## src/logic/rov_map.vh

```
// Behaviour
// - Once the residual magnitude is above pickup, the operate time is the delay setting alone, whatever the overshoot.
// - The only measured input is the RMS magnitude of the residual voltage fundamental, made outside this block.
// - Pickup level is a percent setting from 2 to 60 in steps of one, default 30.
// - Definite delay is a millisecond setting from 0 to 60000 in steps of one, default 100.
// - Start is asserted while the magnitude exceeds pickup, and the delay runs only while that persists.
// - The characteristic stage decides start and times the delay, raising the delayed trip once it elapses with start active.
// - An operation selector Off/On, default On; when Off neither start nor trip is asserted.
// - A start-only setting, default false; when true starts are reported but the general trip is suppressed.
// - The general trip is formed from start and delayed trip, gated by start-only and the operation selector.
// - A blocking input from user logic disables the whole function and holds its outputs inactive.
// - A general start output reflects the started state.
// - A general trip output carries the trip command of the decision stage.
`ifndef ROV_MAP_VH
`define ROV_MAP_VH

`define ROV_ADDR_CTRL 8'h00
`define ROV_ADDR_PICKUP 8'h04
`define ROV_ADDR_DELAY 8'h08
`define ROV_ADDR_STATUS 8'h0C
`define ROV_ADDR_IRQ_STAT 8'h10
`define ROV_ADDR_IRQ_MASK 8'h14
`define ROV_ADDR_RATED 8'h18

`define ROV_CTRL_OPER_BIT 0
`define ROV_CTRL_STONLY_BIT 1
`define ROV_OPER_RST 1'b1
`define ROV_STONLY_RST 1'b0

`define ROV_PICKUP_MIN 7'h02
`define ROV_PICKUP_MAX 7'h3C
`define ROV_PICKUP_RST 7'h1E
`define ROV_PERCENT_FULL 7'h64

`define ROV_DELAY_MIN 16'h0000
`define ROV_DELAY_MAX 16'hEA60
`define ROV_DELAY_RST 16'h0064

`define ROV_RATED_RST 16'h4000

`define ROV_ST_START_BIT 0
`define ROV_ST_DTRIP_BIT 1
`define ROV_ST_GSTART_BIT 2
`define ROV_ST_GTRIP_BIT 3
`define ROV_ST_BLOCK_BIT 4

`define ROV_IRQ_START_BIT 0
`define ROV_IRQ_TRIP_BIT 1
`define ROV_IRQ_W 2

`define ROV_CLK_HZ 50000000
`define ROV_TICK_MS 1
`define ROV_CYCLES_PER_MS (`ROV_CLK_HZ / 1000 * `ROV_TICK_MS)

`endif

```

## src/logic/rov_delay_timer.v

```verilog
`timescale 1ns/100ps
`default_nettype none
`include "rov_map.vh"

module rov_delay_timer #(
  parameter integer CYCLES_PER_MS = `ROV_CYCLES_PER_MS,
  parameter integer PRE_W = 16
) (
  input wire pclk,
  input wire presetn,
  input wire run,
  input wire [15:0] delay_ms,
  output reg expired
);

  reg [PRE_W-1:0] pre_reg;
  reg [15:0] ms_reg;

  // Count is cleared whenever run drops, so each pickup times from zero
  always @(posedge pclk or negedge presetn) begin
    if (!presetn) begin
      pre_reg <= {PRE_W{1'b0}};
      ms_reg <= 16'h0000;
      expired <= 1'b0;
    end else if (!run) begin
      pre_reg <= {PRE_W{1'b0}};
      ms_reg <= 16'h0000;
      expired <= 1'b0;
    end else begin
      if (pre_reg == CYCLES_PER_MS[PRE_W-1:0] - {{(PRE_W-1){1'b0}}, 1'b1}) begin
        pre_reg <= {PRE_W{1'b0}};
        // Saturates, so a long start never wraps into a false short delay
        if (ms_reg != 16'hFFFF) begin
          ms_reg <= ms_reg + 16'h0001;
        end
      end else begin
        pre_reg <= pre_reg + {{(PRE_W-1){1'b0}}, 1'b1};
      end
      expired <= (ms_reg >= delay_ms);
    end
  end

endmodule // rov_delay_timer

`default_nettype wire

```

## src/logic/rov_residual_overvoltage.v

```verilog
`timescale 1ns/100ps
`default_nettype none
`include "rov_map.vh"

module rov_residual_overvoltage #(
  parameter integer MAG_W = 16,
  parameter integer CYCLES_PER_MS = `ROV_CYCLES_PER_MS
) (
  input wire pclk,
  input wire presetn,
  input wire psel,
  input wire penable,
  input wire pwrite,
  input wire [7:0] paddr,
  input wire [31:0] pwdata,
  output reg [31:0] prdata,
  output reg pready,
  output reg pslverr,
  input wire [MAG_W-1:0] residual_rms_magnitude,
  input wire block_input,
  output reg general_start_out,
  output reg general_trip_out,
  output reg irq
);

  localparam integer PROD_W = MAG_W + 8;

  reg operation_select_reg;
  reg start_only_select_reg;
  reg [6:0] pickup_level_percent_reg;
  reg [15:0] definite_delay_ms_reg;
  reg [15:0] rated_reg;
  reg [`ROV_IRQ_W-1:0] irq_stat_reg;
  reg [`ROV_IRQ_W-1:0] irq_mask_reg;
  reg start_flag_reg;
  reg start_prev_reg;
  reg trip_prev_reg;

  wire delayed_trip_flag;
  wire enabled;
  wire [PROD_W-1:0] mag_scaled;
  wire [PROD_W-1:0] pickup_scaled;
  wire over_pickup;
  wire gen_trip_next;
  wire wr_en;
  wire rd_en;
  wire addr_ok;
  wire [31:0] wdata_pickup;
  wire [31:0] wdata_delay;
  wire [`ROV_IRQ_W-1:0] irq_events;
  reg [31:0] rdata_next;

  // Function is live only when switched on and not blocked
  assign enabled = operation_select_reg & ~block_input;

  // Both sides scaled to magnitude x 100, so percent and rated value share one scale
  assign mag_scaled = {{(PROD_W-MAG_W){1'b0}}, residual_rms_magnitude} * `ROV_PERCENT_FULL;
  assign pickup_scaled = {{(PROD_W-7){1'b0}}, pickup_level_percent_reg} * {{(PROD_W-16){1'b0}}, rated_reg};
  assign over_pickup = enabled & (mag_scaled > pickup_scaled);

  always @(posedge pclk or negedge presetn) begin
    if (!presetn) begin
      start_flag_reg <= 1'b0;
    end else begin
      start_flag_reg <= over_pickup;
    end
  end

  // Timer runs only while start holds; dropping start clears it
  rov_delay_timer #(
    .CYCLES_PER_MS(CYCLES_PER_MS),
    .PRE_W(16)
  ) u_timer (
    .pclk(pclk),
    .presetn(presetn),
    .run(over_pickup & start_flag_reg),
    .delay_ms(definite_delay_ms_reg),
    .expired(delayed_trip_flag)
  );

  // Trip needs start still active when the delay ends
  assign gen_trip_next = start_flag_reg & delayed_trip_flag & over_pickup & ~start_only_select_reg;

  always @(posedge pclk or negedge presetn) begin
    if (!presetn) begin
      general_start_out <= 1'b0;
      general_trip_out <= 1'b0;
    end else begin
      general_start_out <= start_flag_reg & over_pickup;
      general_trip_out <= gen_trip_next;
    end
  end

  // APB: one wait state, pready comes from a flop
  assign wr_en = psel & penable & pready & pwrite;
  assign rd_en = psel & penable & ~pready & ~pwrite;
  assign addr_ok = (paddr == `ROV_ADDR_CTRL) | (paddr == `ROV_ADDR_PICKUP) | (paddr == `ROV_ADDR_DELAY) |
                   (paddr == `ROV_ADDR_STATUS) | (paddr == `ROV_ADDR_IRQ_STAT) |
                   (paddr == `ROV_ADDR_IRQ_MASK) | (paddr == `ROV_ADDR_RATED);

  // Out-of-range settings are clamped rather than refused, so the relay never runs unprotected
  assign wdata_pickup = (pwdata < {{25{1'b0}}, `ROV_PICKUP_MIN}) ? {{25{1'b0}}, `ROV_PICKUP_MIN} :
                        (pwdata > {{25{1'b0}}, `ROV_PICKUP_MAX}) ? {{25{1'b0}}, `ROV_PICKUP_MAX} : pwdata;
  assign wdata_delay = (pwdata > {16'h0000, `ROV_DELAY_MAX}) ? {16'h0000, `ROV_DELAY_MAX} : pwdata;

  always @(posedge pclk or negedge presetn) begin
    if (!presetn) begin
      pready <= 1'b0;
      pslverr <= 1'b0;
      prdata <= 32'h0000_0000;
    end else begin
      pready <= psel & penable & ~pready;
      pslverr <= psel & penable & ~pready & ~addr_ok;
      if (rd_en) begin
        prdata <= rdata_next;
      end
    end
  end

  always @* begin
    rdata_next = 32'h0000_0000;
    case (paddr)
      `ROV_ADDR_CTRL: begin
        rdata_next[`ROV_CTRL_OPER_BIT] = operation_select_reg;
        rdata_next[`ROV_CTRL_STONLY_BIT] = start_only_select_reg;
      end
      `ROV_ADDR_PICKUP: begin
        rdata_next[6:0] = pickup_level_percent_reg;
      end
      `ROV_ADDR_DELAY: begin
        rdata_next[15:0] = definite_delay_ms_reg;
      end
      `ROV_ADDR_STATUS: begin
        rdata_next[`ROV_ST_START_BIT] = start_flag_reg;
        rdata_next[`ROV_ST_DTRIP_BIT] = delayed_trip_flag;
        rdata_next[`ROV_ST_GSTART_BIT] = general_start_out;
        rdata_next[`ROV_ST_GTRIP_BIT] = general_trip_out;
        rdata_next[`ROV_ST_BLOCK_BIT] = block_input;
      end
      `ROV_ADDR_IRQ_STAT: begin
        rdata_next[`ROV_IRQ_W-1:0] = irq_stat_reg;
      end
      `ROV_ADDR_IRQ_MASK: begin
        rdata_next[`ROV_IRQ_W-1:0] = irq_mask_reg;
      end
      `ROV_ADDR_RATED: begin
        rdata_next[15:0] = rated_reg;
      end
      default: begin
        rdata_next = 32'h0000_0000;
      end
    endcase
  end

  always @(posedge pclk or negedge presetn) begin
    if (!presetn) begin
      operation_select_reg <= `ROV_OPER_RST;
      start_only_select_reg <= `ROV_STONLY_RST;
      pickup_level_percent_reg <= `ROV_PICKUP_RST;
      definite_delay_ms_reg <= `ROV_DELAY_RST;
      rated_reg <= `ROV_RATED_RST;
      irq_mask_reg <= {`ROV_IRQ_W{1'b0}};
    end else if (wr_en) begin
      case (paddr)
        `ROV_ADDR_CTRL: begin
          operation_select_reg <= pwdata[`ROV_CTRL_OPER_BIT];
          start_only_select_reg <= pwdata[`ROV_CTRL_STONLY_BIT];
        end
        `ROV_ADDR_PICKUP: begin
          pickup_level_percent_reg <= wdata_pickup[6:0];
        end
        `ROV_ADDR_DELAY: begin
          definite_delay_ms_reg <= wdata_delay[15:0];
        end
        `ROV_ADDR_IRQ_MASK: begin
          irq_mask_reg <= pwdata[`ROV_IRQ_W-1:0];
        end
        `ROV_ADDR_RATED: begin
          rated_reg <= pwdata[15:0];
        end
        default: begin
          rated_reg <= rated_reg;
        end
      endcase
    end
  end

  // Rising edges of the two outputs are the interrupt events
  assign irq_events = {general_trip_out & ~trip_prev_reg, general_start_out & ~start_prev_reg};

  always @(posedge pclk or negedge presetn) begin
    if (!presetn) begin
      start_prev_reg <= 1'b0;
      trip_prev_reg <= 1'b0;
      irq_stat_reg <= {`ROV_IRQ_W{1'b0}};
      irq <= 1'b0;
    end else begin
      start_prev_reg <= general_start_out;
      trip_prev_reg <= general_trip_out;
      // A new event in the clearing cycle survives the clear
      if (wr_en && paddr == `ROV_ADDR_IRQ_STAT) begin
        irq_stat_reg <= (irq_stat_reg & ~pwdata[`ROV_IRQ_W-1:0]) | irq_events;
      end else begin
        irq_stat_reg <= irq_stat_reg | irq_events;
      end
      irq <= |(irq_stat_reg & irq_mask_reg);
    end
  end

endmodule // rov_residual_overvoltage

`default_nettype wire

```

## config.mk

```make
export PLATFORM = sky130hd
export DESIGN_NAME = rov_residual_overvoltage
export DESIGN_NICKNAME = d
export VERILOG_FILES = /design/src/logic/rov_delay_timer.v /design/src/logic/rov_residual_overvoltage.v
export VERILOG_INCLUDE_DIRS = /design/src /design/src/logic
export SDC_FILE = /design/constraint.sdc
export NUM_CORES = 1
export LEC_CHECK = 0
export ABC_AREA = 1
export CORE_ASPECT_RATIO = 0.7
export CORE_MARGIN = 10
export CORE_UTILIZATION = 65
export DETAILED_ROUTE_END_ITERATION = 7
export DONT_BUFFER_PORTS = 1
export GPL_ROUTABILITY_DRIVEN = 1
export GPL_TIMING_DRIVEN = 0
export PLACE_DENSITY = 0.81
export SETUP_SLACK_MARGIN = 0.5
export SYNTH_ARGS = -nofsm -noshare
export SYNTH_HDL_FRONTEND = slang
export SYNTH_HIERARCHICAL = 1
export SYNTH_SLANG_ARGS = --single-unit
```

## constraint.sdc

```tcl
create_clock -name pclk -period 19.03 [get_ports pclk]
set_input_delay 3.806 -clock pclk [delete_from_list [all_inputs] [get_ports pclk]]
set_output_delay 3.806 -clock pclk [all_outputs]
set_load 0.005 [all_outputs]
```

==> summary.txt <==
Place
  – RePlAce Congestion: between 0.9 and 1
  – DP Worst Slack: 10.40 ns
  – Buffers on Ports: 0
  – DP Wirelength: about 25 mm

Layout
  – Multi-input gate area: 0.00793 mm2
  – Total Nets Final: 2037
  – Fillers: 1535
  – Reg area: 0.00256 mm2
  – Syn-to-layout area delta: 5.26%
  – Antenna cell count: 0
  – Share of cells above drive strength 1: 0.0634
  – Most frequent cells in the layout: nand2_1, inv_1, nor2_1
  – Commonest non-fill, non-tap cell in the layout: nand2_1

Clock tree
  – CTS clk-pin slew, worst paths: 0.07 ns
  – Hold_buf cts: 0
  – Worst-skew pair later-pin latency: 0.35 ns
  – CTS tree: done
  – Postcts setup bufs: 0
  – Clock Tree Buf Depth: 2
  – CTS H-tree depth: 3
  – Root buffer cell: clkbuf_16
  – Clock Sink Count: 102
  – Post-cts resize count: 0
  – Clock buffer count from CTS: 9

Detailed routing
  – Iteration-0 DRC Markers: between 1k and 1.5k
  – Number of nets still failing antenna checks after routing: 0
  – DRC Markers: 0
  – DR pass1 iterations: 8
  – Routed WL per cell: approximately 15 um
  – Via-to-Cell Ratio: 5.43
  – Routed WL: 30.3 mm
  – Vias: 10.9k

Timing
  – Final worst setup slack: 10.70 ns
  – Post-layout min period: 8.33 ns
  – Max Slew Vio Count: 0
  – Fmax: 120 MHz
  – Tcrit/Tclk final: 0.438
  – Total negative slack: 0 ns
  – Final setup viols: 0
  – Clock skew: 0.00849 ns
  – Slew @ Worst Pin: ~0.74 ns
  – Hold Violations, Final: 0
  – Unrepaired setup endpoints after global routing: false
  – Slew margin rel.: 0.507

Critical path
  – WP data required: 19.30 ns
  – Delay-heaviest family, CP: simple AND/OR/NAND/NOR gates
  – Buf/Inv on CP: 5
  – CP dominant cell by count: nand2_1
  – Crit. End Element: flop
  – CP arrival: 8.60 ns
  – Setup CP Type: primary input to flop
  – R2R setup slack: between 10 and 15 ns
  – Worst Setup Start Kind: primary input
  – Max Fanout on Critical Path: 10
  – CP peak stage delay: ~0.5 ns
  – Slowest CP cell: fa_1

GRT
  – Gr ovfl total: 0
  – Largest net degree at the start of global routing: 103
  – Vias in the first global route: 10.2k
  – Initial antenna violation count: 0
  – First-pass GRT wire length: 50.7 mm
  – Gr usage total: 0.249

Floorplanning
  – CORE AREA: 0.0181 mm2
  – Core Rows: 41
  – # IOs: between 90 and 100
  – Die extent in x: around 180 um
  – Die Ht: 134 um
  – Area of the die: 0.0245 mm2
  – Initial Utilization: 0.666

Yosys
  – Asr flop ratio synth: 1.00
  – Largest cells by area after synthesis: dfrtp_1, nand2_1, ha_1
  – Syn Inst Count: 1737
  – Main synth FF type: dfrtp_1
  – Synth warn: 6
  – Synthesized area per cell: roughly 7 um2
  – Leading area contributor after synthesis: dfrtp_1
  – Synth top area share: 0.193
  – Number of enable flip-flop cells after synthesis: 0
  – Register area share after synthesis: 0.212
  – Netlist cell types: 44
  – #FFs+latches synth: 102
  – Synth Cell Area: approximately 0.012 mm2

Power and ir drop
  – Leakage: 7.44 nW
  – Post-layout total power: about 590 uW
  – Pwr per Cell Area: 46.5 mW/mm2
  – IR Drop Worst-Case VDD: about 0.045 mV

Run
  – # Max-Cap Violations: 0

Hold path
  – Hold Path Class: flop to flop

Run status
  – Status: completed
## logic make-up after synthesis
| kind of cell | count (synthesis) | share of synthesized area |
|---|---|---|
| and+or+nand+nor | 834 | 0.294 |
| buffers and inverters | 407 | 0.135 |
| adders and majority gates | 212 | 0.270 |
| AOI/OAI and AO/OA | 147 | 0.0642 |
| DFF | 102 | 0.212 |
| xor gates and xnor gates | 34 | 0.0247 |
| other | 1 | 0.000311 |
## cell usage after synthesis, types with 3 or more instances
master,number
o21ai_0,53
xnor2_1,17
nand2_1,497
nor3_1,11
dfstp_2,9
or2_2,7
nand2_2,15
buf_2,11
clkbuf_1,27
buf_4,18
o21ai_1,7
nand3_1,106
nor2_4,3
nor2_1,146
nand4_1,15
a21o_1,5
o21bai_1,3
nand3b_1,6
nor2_2,18
ha_1,132
xor2_1,17
dfrtp_1,93
inv_1,338
fa_1,80
inv_2,8
a21oi_1,72
## metrics by stage
step	util	instance area, um2	hold WS, ns	std cells
2_1_floorplan	-	12100	0.400	1752
3_3_place_gp	0.686	12400	0.402	1988
3_5_place_dp	0.686	12400	0.411	1988
4_1_cts	0.702	12700	0.421	2003
5_1_grt	0.702	12700	0.451	2003
6_report	0.702	12700	0.419	2003
## power breakdown
group / total [mW] / internal [mW] / switching, mW
combinational: 0.186 / 0.0722 / 0.114
clock: 0.179 / 0.0960 / 0.0831
sequential: 0.225 / 0.221 / 0.00407
total: 0.590 / 0.389 / 0.201
## worst register-to-register path: cells and delay by family (launching register included)
kind                       cells  cell delay, ns
DFF                            1            0.52
buffers and inverters          8            1.80
and+or+nand+nor               13            1.64
adders and majority gates      6            2.57
AOI/OAI and AO/OA              4            1.00
## worst paths after layout
kind	endpoint	startpoint	cells after the start
max reg2reg	u_timer/pre_reg[4]	pickup_level_percent_reg[3]	31
min	irq_stat_reg[0]	start_prev_reg	1
min reg2reg	irq_stat_reg[0]	start_prev_reg	1
max	u_timer/pre_reg[4]	residual_rms_magnitude[3]	28
min in group asynchronous	irq_stat_reg[1]	presetn	0
max in group asynchronous	definite_delay_ms_reg[2]	presetn	0
## cell type report
class | instances | share of cell area
Multi-Input combinational cell | 1243 | 0.624
Buffer | 60 | 0.0260
Sequential cell | 102 | 0.202
Clock inverter | 4 | 0.00236
Inverter | 347 | 0.103
Tap cell | 236 | 0.0232
Clock buffer | 11 | 0.0199
## routing by layer
layer / GRT usage / wire, um
met5: 0 / 0
met4: 0.0300 / 176
met3: 0.0795 / 3680
met2: 0.344 / 11900
met1: 0.379 / 14500
No activity file was read; power rests on OpenSTA's default activity.
